--- src/afe_cfg_map.svh ---
// register offsets, eeprom image addresses, field positions and reset values
`ifndef AFE_CFG_MAP_SVH
`define AFE_CFG_MAP_SVH
`define AFE_OFS_AMP_BIAS 8'h10
`define AFE_OFS_PATH_SW 8'h11
`define AFE_OFS_KEEP_ON 8'h12
`define AFE_EE_AMP_BIAS 11'h002
`define AFE_EE_PATH_SW 11'h003
`define AFE_EE_KEEP_ON 11'h004
`define AFE_RST_AMP_BIAS 8'h00
`define AFE_RST_PATH_SW 8'h00
`define AFE_RST_KEEP_ON 8'h00
`define AFE_BIT_TOPOLOGY 7
`define AFE_BIT_A_ROUTE 6
`define AFE_BIT_B_ROUTE 5
`define AFE_BIT_ANA_SW 4
`define AFE_BIT_NEG_ROUTE 3
`define AFE_BIT_PATH_EN 2
`define AFE_BIT_BIAS_REF 1
`define AFE_BIT_CONV_REF 0
`define AFE_A_BIAS_RESERVED 3'h5
`endif

--- src/afe_cfg_pkg.sv ---
// types shared by the configuration register bank
package afe_cfg_pkg;
    typedef enum logic [1:0] {
        AFE_OP_READ_BYTE,
        AFE_OP_WRITE_BYTE,
        AFE_OP_BULK_LOAD,
        AFE_OP_BULK_STORE
    } afe_eeprom_op_e;
    typedef logic [7:0] afe_byte_t;
endpackage

--- src/afe_cfg_regs.sv ---
// analog configuration register bank with eeprom image bulk load and store
`timescale 1ns/1ps
`include "afe_cfg_map.svh"
// Functional notes
// amp A bias bits 7:5, 000 ground
// software avoids amp A bias code 101
// amp B bias bits 4:0, 50 mV steps
// bit 7 selects instrumentation topology
// bit 6 routes amp A positive input
// bit 5 routes amp B positive input
// bit 4 turns analog switch on
// bit 3 picks negative input source
// bit 2 inserts pre-amplifier in path
// bit 1 picks bias generator reference
// bit 0 picks converter reference
// keep-on mask one bit per block
// idle converter powers down unmasked blocks
// masked blocks stay powered when idle
// all-zero mask enters power-down mode; logic enters it only while converter idle
// eeprom image addresses 0x002 to 0x004
// bulk load copies image, store writes back
// all registers read/write, reset zero
module afe_cfg_regs (
    input wire logic i_sys_clk,
    input wire logic i_reset,
    input wire logic i_reg_wr,
    input wire logic i_reg_rd,
    input wire logic [7:0] i_reg_addr,
    input wire logic [7:0] i_reg_wdata,
    output logic [7:0] o_reg_rdata,
    output logic o_reg_rvalid,
    input wire logic i_ee_req,
    input wire logic [10:0] i_ee_addr,
    input wire logic [7:0] i_ee_wdata,
    input wire afe_cfg_pkg::afe_eeprom_op_e i_eeprom_op_select,
    output logic [7:0] o_ee_rdata,
    output logic o_ee_hit,
    input wire logic i_conv_idle,
    output logic [2:0] o_amp_a_bias_code,
    output logic o_amp_a_bias_ground,
    output logic o_amp_a_bias_reserved,
    output logic [4:0] o_amp_b_bias_code,
    output logic o_amp_b_bias_ground,
    output logic o_front_amp_topology_sel,
    output logic o_amp_a_input_route,
    output logic o_amp_b_input_route,
    output logic o_analog_switch_on,
    output logic o_negative_input_route,
    output logic o_front_amp_path_enable,
    output logic o_bias_reference_sel,
    output logic o_converter_reference_sel,
    output logic [7:0] o_block_power_on,
    output logic o_power_down_mode
);
    logic [7:0] amp_bias_levels_reg;
    logic [7:0] analog_path_switches_reg;
    logic [7:0] block_keep_on_mask_reg;
    logic ee_load;
    logic ee_store;

    // eeprom engine walks the image; load writes here, store reads from here
    assign ee_load = i_ee_req && (i_eeprom_op_select == afe_cfg_pkg::AFE_OP_BULK_LOAD);
    assign ee_store = i_ee_req && (i_eeprom_op_select == afe_cfg_pkg::AFE_OP_BULK_STORE);

    // eeprom load beats a host write in the same cycle: restore wins
    always_ff @(posedge i_sys_clk) begin
        if (i_reset) begin
            amp_bias_levels_reg <= `AFE_RST_AMP_BIAS;
        end else if (ee_load && i_ee_addr == `AFE_EE_AMP_BIAS) begin
            amp_bias_levels_reg <= i_ee_wdata;
        end else if (i_reg_wr && i_reg_addr == `AFE_OFS_AMP_BIAS) begin
            amp_bias_levels_reg <= i_reg_wdata;
        end
    end

    always_ff @(posedge i_sys_clk) begin
        if (i_reset) begin
            analog_path_switches_reg <= `AFE_RST_PATH_SW;
        end else if (ee_load && i_ee_addr == `AFE_EE_PATH_SW) begin
            analog_path_switches_reg <= i_ee_wdata;
        end else if (i_reg_wr && i_reg_addr == `AFE_OFS_PATH_SW) begin
            analog_path_switches_reg <= i_reg_wdata;
        end
    end

    always_ff @(posedge i_sys_clk) begin
        if (i_reset) begin
            block_keep_on_mask_reg <= `AFE_RST_KEEP_ON;
        end else if (ee_load && i_ee_addr == `AFE_EE_KEEP_ON) begin
            block_keep_on_mask_reg <= i_ee_wdata;
        end else if (i_reg_wr && i_reg_addr == `AFE_OFS_KEEP_ON) begin
            block_keep_on_mask_reg <= i_reg_wdata;
        end
    end

    // host read port, one cycle latency; unmapped offsets read zero
    always_ff @(posedge i_sys_clk) begin
        if (i_reset) begin
            o_reg_rdata <= 8'h00;
            o_reg_rvalid <= 1'b0;
        end else begin
            o_reg_rvalid <= i_reg_rd;
            case (i_reg_addr)
                `AFE_OFS_AMP_BIAS: o_reg_rdata <= amp_bias_levels_reg;
                `AFE_OFS_PATH_SW: o_reg_rdata <= analog_path_switches_reg;
                `AFE_OFS_KEEP_ON: o_reg_rdata <= block_keep_on_mask_reg;
                default: o_reg_rdata <= 8'h00;
            endcase
        end
    end

    // store side: image byte for the addressed slot, one cycle latency
    always_ff @(posedge i_sys_clk) begin
        if (i_reset) begin
            o_ee_rdata <= 8'h00;
            o_ee_hit <= 1'b0;
        end else begin
            o_ee_hit <= ee_store && (i_ee_addr == `AFE_EE_AMP_BIAS ||
                i_ee_addr == `AFE_EE_PATH_SW || i_ee_addr == `AFE_EE_KEEP_ON);
            case (i_ee_addr)
                `AFE_EE_AMP_BIAS: o_ee_rdata <= amp_bias_levels_reg;
                `AFE_EE_PATH_SW: o_ee_rdata <= analog_path_switches_reg;
                `AFE_EE_KEEP_ON: o_ee_rdata <= block_keep_on_mask_reg;
                default: o_ee_rdata <= 8'h00;
            endcase
        end
    end

    // analog control decode, registered so outputs are glitch free
    always_ff @(posedge i_sys_clk) begin
        if (i_reset) begin
            o_amp_a_bias_code <= 3'h0;
            o_amp_a_bias_ground <= 1'b1;
            o_amp_a_bias_reserved <= 1'b0;
            o_amp_b_bias_code <= 5'h00;
            o_amp_b_bias_ground <= 1'b1;
        end else begin
            o_amp_a_bias_code <= amp_bias_levels_reg[7:5];
            o_amp_a_bias_ground <= amp_bias_levels_reg[7:5] == 3'h0;
            // code 101 has no defined level; flagged so analog side can hold ground
            o_amp_a_bias_reserved <= amp_bias_levels_reg[7:5] == `AFE_A_BIAS_RESERVED;
            o_amp_b_bias_code <= amp_bias_levels_reg[4:0];
            o_amp_b_bias_ground <= amp_bias_levels_reg[4:0] == 5'h00;
        end
    end

    always_ff @(posedge i_sys_clk) begin
        if (i_reset) begin
            o_front_amp_topology_sel <= 1'b0;
            o_amp_a_input_route <= 1'b0;
            o_amp_b_input_route <= 1'b0;
            o_analog_switch_on <= 1'b0;
            o_negative_input_route <= 1'b0;
            o_front_amp_path_enable <= 1'b0;
            o_bias_reference_sel <= 1'b0;
            o_converter_reference_sel <= 1'b0;
        end else begin
            o_front_amp_topology_sel <= analog_path_switches_reg[`AFE_BIT_TOPOLOGY];
            o_amp_a_input_route <= analog_path_switches_reg[`AFE_BIT_A_ROUTE];
            o_amp_b_input_route <= analog_path_switches_reg[`AFE_BIT_B_ROUTE];
            o_analog_switch_on <= analog_path_switches_reg[`AFE_BIT_ANA_SW];
            o_negative_input_route <= analog_path_switches_reg[`AFE_BIT_NEG_ROUTE];
            o_front_amp_path_enable <= analog_path_switches_reg[`AFE_BIT_PATH_EN];
            o_bias_reference_sel <= analog_path_switches_reg[`AFE_BIT_BIAS_REF];
            o_converter_reference_sel <= analog_path_switches_reg[`AFE_BIT_CONV_REF];
        end
    end

    afe_power_gate u_power_gate (
        .i_sys_clk(i_sys_clk),
        .i_reset(i_reset),
        .i_conv_idle(i_conv_idle),
        .i_keep_on_mask(block_keep_on_mask_reg),
        .o_block_power_on(o_block_power_on),
        .o_power_down_mode(o_power_down_mode)
    );

    a_write_readback: assert property (@(posedge i_sys_clk) disable iff (i_reset)
        (i_reg_wr && i_reg_addr == `AFE_OFS_PATH_SW && !ee_load) ##1
        (i_reg_rd && i_reg_addr == `AFE_OFS_PATH_SW && !i_reg_wr && !ee_load)
        |=> (o_reg_rvalid && o_reg_rdata == $past(i_reg_wdata, 2)))
        else $error("path switch write not read back");
    a_bulk_load: assert property (@(posedge i_sys_clk) disable iff (i_reset)
        (ee_load && i_ee_addr == `AFE_EE_KEEP_ON) |=>
        (block_keep_on_mask_reg == $past(i_ee_wdata)))
        else $error("bulk load did not update keep-on mask");
    a_bulk_store: assert property (@(posedge i_sys_clk) disable iff (i_reset)
        (ee_store && i_ee_addr == `AFE_EE_AMP_BIAS) |=>
        (o_ee_hit && o_ee_rdata == $past(amp_bias_levels_reg)))
        else $error("bulk store returned wrong byte");
    a_a_bias_decode: assert property (@(posedge i_sys_clk) disable iff (i_reset)
        ##1 (o_amp_a_bias_code == $past(amp_bias_levels_reg[7:5]) &&
        o_amp_a_bias_ground == ($past(amp_bias_levels_reg[7:5]) == 3'h0)))
        else $error("amp A bias decode wrong");
    a_b_bias_decode: assert property (@(posedge i_sys_clk) disable iff (i_reset)
        ##1 (o_amp_b_bias_code == $past(amp_bias_levels_reg[4:0]) &&
        o_amp_b_bias_ground == ($past(amp_bias_levels_reg[4:0]) == 5'h00)))
        else $error("amp B bias decode wrong");
    a_route_bits: assert property (@(posedge i_sys_clk) disable iff (i_reset)
        ##1 ({o_front_amp_topology_sel, o_amp_a_input_route, o_amp_b_input_route,
        o_analog_switch_on, o_negative_input_route, o_front_amp_path_enable,
        o_bias_reference_sel, o_converter_reference_sel} ==
        $past(analog_path_switches_reg)))
        else $error("path switch outputs disagree with register");
    a_reserved_flag: assert property (@(posedge i_sys_clk) disable iff (i_reset)
        ##1 (o_amp_a_bias_reserved ==
        ($past(amp_bias_levels_reg[7:5]) == `AFE_A_BIAS_RESERVED)))
        else $error("amp A reserved code flag wrong");
    a_rvalid_idle: assert property (@(posedge i_sys_clk) disable iff (i_reset)
        !i_reg_rd |=> !o_reg_rvalid)
        else $error("read valid without a read strobe");
    a_unmapped_zero: assert property (@(posedge i_sys_clk) disable iff (i_reset)
        (i_reg_rd && !(i_reg_addr inside {`AFE_OFS_AMP_BIAS, `AFE_OFS_PATH_SW,
        `AFE_OFS_KEEP_ON})) |=> (o_reg_rvalid && o_reg_rdata == 8'h00))
        else $error("unmapped offset did not read zero");
    a_reset_zero: assert property (@(posedge i_sys_clk) disable iff (i_reset)
        $fell(i_reset) |-> (amp_bias_levels_reg == `AFE_RST_AMP_BIAS &&
        analog_path_switches_reg == `AFE_RST_PATH_SW &&
        block_keep_on_mask_reg == `AFE_RST_KEEP_ON))
        else $error("registers not zero after reset");
    a_store_miss: assert property (@(posedge i_sys_clk) disable iff (i_reset)
        !(ee_store && i_ee_addr inside {`AFE_EE_AMP_BIAS, `AFE_EE_PATH_SW,
        `AFE_EE_KEEP_ON}) |=> !o_ee_hit)
        else $error("store hit flagged for a foreign beat");
endmodule

--- src/afe_power_gate.sv ---
// per-block power enables from the keep-on mask and converter idle state
`timescale 1ns/1ps
module afe_power_gate (
    input wire logic i_sys_clk,
    input wire logic i_reset,
    input wire logic i_conv_idle,
    input wire logic [7:0] i_keep_on_mask,
    output logic [7:0] o_block_power_on,
    output logic o_power_down_mode
);
    genvar g;
    generate
        for (g = 0; g < 8; g++) begin : g_blk
            always_ff @(posedge i_sys_clk) begin
                if (i_reset) begin
                    o_block_power_on[g] <= 1'b1;
                end else begin
                    // busy converter keeps all up; idle drops unmasked blocks
                    o_block_power_on[g] <= !i_conv_idle || i_keep_on_mask[g];
                end
            end
        end
    endgenerate

    // digital side never gates itself, so registers stay reachable
    always_ff @(posedge i_sys_clk) begin
        if (i_reset) begin
            o_power_down_mode <= 1'b0;
        end else begin
            o_power_down_mode <= i_conv_idle && (i_keep_on_mask == 8'h00);
        end
    end

    a_idle_gating: assert property (@(posedge i_sys_clk) disable iff (i_reset)
        i_conv_idle |=> (o_block_power_on == $past(i_keep_on_mask)))
        else $error("idle power enables do not follow mask");
    a_busy_all_on: assert property (@(posedge i_sys_clk) disable iff (i_reset)
        !i_conv_idle |=> (o_block_power_on == 8'hFF))
        else $error("blocks gated while converter busy");
    a_pd_mode: assert property (@(posedge i_sys_clk) disable iff (i_reset)
        (i_conv_idle && i_keep_on_mask == 8'h00) |=> o_power_down_mode)
        else $error("power-down mode not entered");
endmodule

--- config.mk ---
export PLATFORM = sky130hd
export DESIGN_NAME = afe_cfg_regs
export DESIGN_NICKNAME = d
export VERILOG_FILES = /design/src/afe_cfg_pkg.sv /design/src/afe_cfg_regs.sv /design/src/afe_power_gate.sv
export VERILOG_INCLUDE_DIRS = /design/src
export SDC_FILE = /design/constraint.sdc
export NUM_CORES = 1
export LEC_CHECK = 0
export BUFFER_PORTS_ARGS = -buffer_cell sky130_fd_sc_hd__buf_2
export CORE_ASPECT_RATIO = 0.7
export CORE_UTILIZATION = 50
export CTS_CLUSTER_DIAMETER = 60
export DETAILED_ROUTE_END_ITERATION = 8
export GPL_TIMING_DRIVEN = 0
export PLACE_DENSITY = 0.79
export SLEW_MARGIN = 20
export SYNTH_ARGS = -nofsm -noshare
export SYNTH_HDL_FRONTEND = slang
export SYNTH_SLANG_ARGS = --single-unit
--- constraint.sdc ---
create_clock -name i_sys_clk -period 1.8 [get_ports i_sys_clk]
set_input_delay 0.36 -clock i_sys_clk [delete_from_list [all_inputs] [get_ports i_sys_clk]]
set_output_delay 0.36 -clock i_sys_clk [all_outputs]
set_load 0.05 [all_outputs]
==> metrics, run 1 <==
Req. time, crit path 2070 ps; P_int 2.27 mW; Nets 412; total CTS buffers 9; vias after detailed routing 2389; Residual DRC 0; CP cell instances buf_2, clkbuf_1, inv_1, clkbuf_1, o21ai_0, a21oi_1; post-route ant nets 0; status finished, final reports clean; DP Worst Slack -80.6 ps; IO buf count 88; Synth area leader dfxtp_1; Slowest-stage cell, CP clkbuf_1; I/O pin total 89; Starting Density 52.4%; post-synthesis register bit count 70; worst-path maximum fanout 10; peak supply drop 0.000621 V; sw power 0.713 mW; Syn-to-layout area delta 26.0%; post-synthesis sequential area ratio 50.6%; clock tree sinks 70; DP HPWL 5010 µm; Fillers 464; Core Util, Final 66.1%; Root Buffer clkbuf_8; crit-path most repeated cell clkbuf_1; Post-Place Cells 430; Post-CTS Resized 0; hold_ws 233 ps; YS warnings 0; crit end category flop; gr usage total 24.7%; Leak Pwr 1.61 nW; Netlist Area Pre-Place 0.00277 mm²; Syn Area/Cell 10.3 µm²; clock power share 40.5%; commonest cells after routing, fill and taps aside buf_2 (89), dfxtp_1 (70), mux2i_1 (32), a21oi_1 (32), nor2_1 (26); RSZ-0062 raised after global routing false; Net Sw Frac 23.9%; postcts setup bufs 0; die area 0.00585 mm²; CP Launch Type input pin; Post-Syn Nets 313; critical path data arrival time 1820 ps; Worst slew margin 52.5%; synth top area cells dfxtp_1 (51%), mux2i_1 (12%), a21oi_1 (5.8%), o21ai_0 (4.5%), nor2b_1 (4.3%); Max stage delay on crit path 390 ps; post-layout power 2.98 mW; Worst Tran Pin Value 713 ps; global-route wire length before repair 10800 µm; Clock Latency Late Sink 350 ps; DR iter-0 viols 197; largest net degree at the start of global routing 13; 1st-pass router iterations 4; Reg power frac 52.4%; fmax 645 MHz; chip height 64.3 µm; setup TNS 0 ps; WS Path Type in -> reg; clock skew 7.15 ps; Hold Path Class in -> reg; power share of the combinational group 7.1%; Syn Inst Count 270; Register Area 0.00140 mm²; layout cells sized above 1 32.9%; crit path time final 1550 ps; worst-case clock buffer depth 2; top-area cell type share of the netlist area 50.6%; endpoints failing setup 0; Cell Count, Final, Fillers Out 446; CTS hold repair buffers 0; core area 0.00529 mm²; Cell variety after synth 36; period utilization 86.1%; commonest non-fill, non-tap cell in the layout buf_2; # rows 22; post-route cell area 0.00349 mm²; Multi-input gate area 0.00131 mm²; instance area at placement 0.00330 mm²; max-slew violation count 0; wire per inst 15.4 µm; vias in the first global route 2152; clock-pin slew of the registers on the worst-case setup and hold paths 70 ps; max-cap violations 0; level count of the clock H-tree 3; GRT overflow 0; die width 91.0 µm; PnR worst setup slack 249 ps; initial antenna violation count 0; ANT cells 0; PwrDens 855 mW/mm²; vias per inst 5.36; GP Congestion 0.902; CTS tree yes; Post-Route WL 6870 µm; Hold Vio Cnt, Final 0
cells in the mapped netlist:
cell type,n
dfxtp_1,70
a21oi_1,32
mux2i_1,32
nor2_1,26
o21ai_0,25
nor2b_1,19
a22oi_1,8
mux2_2,8
nand2b_1,8
clkbuf_1,6
nand4_1,3
and3_1,2
and3b_1,2
and4b_1,2
buf_4,2
nand3_2,2
nor3_1,2
nor3b_1,2
or4_1,2
a211oi_1,1
buf_1,1
buf_2,1
buf_6,1
inv_1,1
nand2_1,1
nand3_1,1
nand3_4,1
nand3b_1,1
nand3b_4,1
nor3_2,1
nor4_4,1
nor4b_2,1
nor4b_4,1
nor4bb_1,1
o2111ai_1,1
or3_1,1
power groups by stage:
stage	logic (mW)	registers, mW	clock network, mW
CTS	0.211	1.57	1.23
global placement	0.205	1.60	0
detailed placement	0.210	1.60	0
finish	0.212	1.57	1.21
floorplan	0.0708	1.64	0
global route	0.226	1.57	1.32
cell type report:
type / instances / share of cell area (%)
buffer: 11 / 1.65
multi-input combinational: 188 / 37.5
clock buffer: 10 / 3.66
inverter: 1 / 0.108
clock inverter: 6 / 1.79
timing repair buffer: 88 / 12.6
sequential: 70 / 40.1
tap: 72 / 2.58
critical path: cells and delay by family:
family / cells / cell delay, ps
buffers and inverters: 4 / 1090
AOI/OAI and AO/OA: 2 / 370
layer usage:
layer / vias to the layer above / GRT usage [%] / share of wire (%)
met3: 7 / 8.93 / 11
met5: - / 0 / 0
met4: 0 / 7.74 / 0.95
met2: 123 / 37.7 / 43
met1: 1096 / 32.7 / 45
li1: 1163 / - / -
cells by family after synthesis:
group           Yosys count  share of synthesized area [%]
simple gates             81                           19.3
flops                    70                           50.6
compound gates           67                           13.1
mux                      40                           14.8
buf+inv                  12                           2.21
worst paths after layout:
kind	start	end	slack, ps	cells past startpoint
worst min-delay path	i_reg_rd	o_reg_rvalid	230	2
worst max register to register	block_keep_on_mask_reg[1]	u_power_gate.o_power_down_mode	620	2
worst min register to register	analog_path_switches_reg[6]	o_amp_a_input_route	510	1
worst max-delay path	i_reset	amp_bias_levels_reg[1]	250	6
No activity file was read; power rests on OpenSTA's default activity.
==> run 2: changes to the inputs <==
CTS_BUF_LIST = sky130_fd_sc_hd__clkbuf_4 sky130_fd_sc_hd__clkbuf_8   (was not set)
SKIP_CTS_REPAIR_TIMING = 1   (was not set)
==> run 2 against run 1 <==
Flip-flop and latch count did not move. Sequential power hardly changed. Die area stayed put. Setup slack barely moved. Global-route usage about the same. Core utilization up 0.071 points. Sequential share of layout area about the same. Maximum frequency about the same. Final cell count stayed put. Worst hold slack is the same. Combinational power is essentially flat. Design area increased by 0.11%.
==> metrics, run 2 (same netlist as run 1, synthesis figures left out) <==
endpoints failing setup 0; Multi-input gate area 0.00131 mm²; largest net degree at the start of global routing 13; Residual DRC 0; vias per inst 5.35; GRT overflow 0; DR iter-0 viols 178; PnR worst setup slack 249 ps; 1st-pass router iterations 4; post-layout power 3.00 mW; peak supply drop 0.000621 V; Syn-to-layout area delta 26.2%; GP Congestion 0.902; wire per inst 15.4 µm; Leak Pwr 1.61 nW; initial antenna violation count 0; clock-pin slew of the registers on the worst-case setup and hold paths 70 ps; fmax 645 MHz; Hold Vio Cnt, Final 0; Req. time, crit path 2070 ps; crit path time final 1550 ps; CP Launch Type input pin; Worst slew margin 52.5%; setup TNS 0 ps; Hold Path Class in -> reg; CTS tree yes; ANT cells 0; Post-Route WL 6880 µm; max-slew violation count 0; IO buf count 88; commonest non-fill, non-tap cell in the layout buf_2; status finished, final reports clean; hold_ws 233 ps; worst-case clock buffer depth 2; vias in the first global route 2150; critical path data arrival time 1820 ps; level count of the clock H-tree 3; chip height 64.3 µm; DP HPWL 5010 µm; clock skew 7.15 ps; layout cells sized above 1 33.2%; total CTS buffers 9; Worst Tran Pin Value 713 ps; DP Worst Slack -80.6 ps; WS Path Type in -> reg; I/O pin total 89; gr usage total 24.7%; Register Area 0.00140 mm²; die width 91.0 µm; die area 0.00585 mm²; vias after detailed routing 2388; period utilization 86.1%; post-route ant nets 0; commonest cells after routing, fill and taps aside buf_2 (89), dfxtp_1 (70), mux2i_1 (32), a21oi_1 (32), nor2_1 (26); clock tree sinks 70; core area 0.00529 mm²; Fillers 462; PwrDens 858 mW/mm²; Nets 412; max-cap violations 0; worst-path maximum fanout 10; # rows 22; RSZ-0062 raised after global routing false; Clock Latency Late Sink 350 ps; global-route wire length before repair 10800 µm; Root Buffer clkbuf_8; Starting Density 52.4%; crit end category flop
-- run 2: final cells by class --
type	instances	area share, %
flip-flops and latches	70	40.1
multi-input cells	188	37.4
inverters	1	0.107
well taps	72	2.58
plain buffers	11	1.65
clock buffers	10	3.76
clock inverters	6	1.79
repair buffers	88	12.6
-- run 2: critical path, cell delays in order --
cell and delay [ps]:
buf_2 110, clkbuf_1 270, inv_1 320, clkbuf_1 390, o21ai_0 190, a21oi_1 180
-- run 2: path summary, 6_finish.rpt --
kind                                                  start  cells past startpoint  slack, ps                              to
worst min register to register  analog_path_switches_reg[6]                      1        510             o_amp_a_input_route
worst max register to register    block_keep_on_mask_reg[1]                      2        620  u_power_gate.o_power_down_mode
worst max-delay path                                i_reset                      6        250          amp_bias_levels_reg[1]
worst min-delay path                               i_reg_rd                      2        230                    o_reg_rvalid
-- run 2: stage by stage --
stage	utilization (%)	std cells	cell area [µm²]
3_3_place_gp	62.5	430	3300
3_5_place_dp	62.5	430	3300
5_1_grt	66.1	446	3490
4_1_cts	66.1	446	3490
2_1_floorplan	-	270	2770
6_report	66.1	446	3490
-- run 2: per-layer routing --
| layer | wire length [µm] | track usage, % | share of wire, % | up-vias |
|---|---|---|---|---|
| li1 | - | - | - | 1163 |
| met1 | 3110 | 32.7 | 45 | 1095 |
| met2 | 2940 | 37.7 | 43 | 123 |
| met3 | 760 | 8.93 | 11 | 7 |
| met4 | 65 | 7.74 | 0.95 | 0 |
| met5 | 0 | 0 | 0 | - |
-- run 2: power breakdown --
part	internal, mW	switching (mW)	total [mW]
registers	1.56	0.00428	1.57
clock network	0.652	0.571	1.22
logic	0.0738	0.138	0.212
total	2.29	0.713	3.00
==> run 3: changes to the inputs <==
CORE_MARGIN = 10   (was not set)
GPL_TIMING_DRIVEN = not set   (was 0)
==> run 3 against run 2 <==
Global-route usage decreased by 7.6 points. Count of clock-buffer cells in the layout increased by 1. Via count increased by 2.5%. Die area increased by 53%. Non-clock buffer count increased by 3.
==> metrics, run 3 (same netlist as run 1, synthesis figures left out) <==
critical path data arrival time 1640 ps; Post-Route WL 7680 µm; clock skew 11.3 ps; Cell Count, Final, Fillers Out 449; Reg power frac 50.5%; DR iter-0 viols 206; GRT overflow 0; post-route cell area 0.00358 mm²; max-cap violations 0; largest net degree at the start of global routing 26; Starting Density 52.1%; Leak Pwr 1.66 nW; gr usage total 17.1%; vias after detailed routing 2447; Net Sw Frac 23.6%; Nets 415; GP Congestion 0.924; post-layout power 3.10 mW; grt met3 use 8.04%; Clock Latency Late Sink 350 ps; ANT cells 0; worst reg2reg path depth 2; IO buf count 88; crit end category flop; clock-pin slew of the registers on the worst-case setup and hold paths 80 ps; Worst Setup EP analog_path_switches_reg[3]; grt met1 use 21.2%; RSZ-0062 raised after global routing false; vias per inst 5.45; GRT Max-Usage Layer met2; P_int 2.37 mW; DP Worst Slack 77.0 ps; met2 Use GR 26.8%; initial antenna violation count 0; post-route ant nets 0; setup TNS 0 ps; power share of the combinational group 6.9%; Hold Path Class in -> reg; I/O pin total 89; wire per inst 17.1 µm; Worst Tran Pin Value 702 ps; Req. time, crit path 2040 ps; status finished, final reports clean; layout cells sized above 1 35.5%; max-slew violation count 0; instance area at placement 0.00336 mm²; DP HPWL 5890 µm; chip height 82.3 µm; Syn-to-layout area delta 29.1%; worst setup path start i_ee_addr[3]; die area 0.00897 mm²; crit path time final 1400 ps; Root Buffer clkbuf_8; endpoints failing setup 0; clock power share 42.6%; commonest cells after routing, fill and taps aside buf_2 (88), dfxtp_1 (70), mux2i_1 (32), a21oi_1 (32), nor2_1 (26); commonest non-fill, non-tap cell in the layout buf_2; reg2reg start block_keep_on_mask_reg[5]; worst-path maximum fanout 8; vias in the first global route 2378; peak supply drop 0.000439 V; core area 0.00531 mm²; total CTS buffers 9; worst-case clock buffer depth 2; level count of the clock H-tree 3; Post-Place Cells 433; global-route wire length before repair 12100 µm; CTS tree yes; # rows 22; PnR worst setup slack 404 ps; die width 109 µm; clock tree sinks 70; hold_ws 241 ps; PwrDens 866 mW/mm²; Residual DRC 0; period utilization 77.5%; sw power 0.731 mW; Core Util, Final 67.3%; CP Launch Type input pin; flop2flop setup slack 550 ps; r2r endpoint u_power_gate.o_power_down_mode; WS Path Type in -> reg; 1st-pass router iterations 6; Worst slew margin 53.1%; fmax 717 MHz; Hold Vio Cnt, Final 0; Fillers 452
==> run 3: worst min-delay path by stage <==
stage                           startpoint                               end  slack [ps]  depth (start not counted)
2_1_floorplan    block_keep_on_mask_reg[7]  u_power_gate.o_block_power_on[7]         470                          1
3_3_place_gp   analog_path_switches_reg[4]                o_analog_switch_on         500                          1
3_5_place_dp   analog_path_switches_reg[7]          o_front_amp_topology_sel         510                          1
4_1_cts                           i_reg_rd                      o_reg_rvalid         240                          2
5_1_grt              i_eeprom_op_select[1]                          o_ee_hit         250                          3
6_report                          i_reg_rd                      o_reg_rvalid         240                          2
==> run 3: final cells by class <==
| class | count | area, µm² | share of cell area [%] |
|---|---|---|---|
| clock buffer | 11 | 151 | 4.23 |
| tap | 72 | 90.1 | 2.52 |
| sequential | 70 | 1400 | 39.2 |
| multi-input combinational | 188 | 1310 | 36.6 |
| timing repair buffer | 102 | 558 | 15.6 |
| inverter | 1 | 3.75 | 0.105 |
| clock inverter | 5 | 63.8 | 1.78 |
==> run 3: worst max-delay path: stages <==
cell     delay [ps]
buf_2           110
nor3b_1         370
nand4_1         410
o21ai_0         320
a21oi_1          60
==> run 3: per-layer routing <==
layer  up-vias  share of wire, %  wire (µm)
li1       1186                 -          -
met2       131                43       3290
met5         -                 0          0
met4         0              0.95         73
met3        14                12        925
met1      1116                44       3400
==> run 3: power groups by stage <==
stage	clock, mW	sequential [mW]	combinational (mW)
after floorplan	0	1.64	0.0708
after global placement	0	1.60	0.210
after detailed placement	0	1.60	0.214
after CTS	1.34	1.56	0.214
after global routing	1.39	1.57	0.231
final	1.32	1.56	0.215
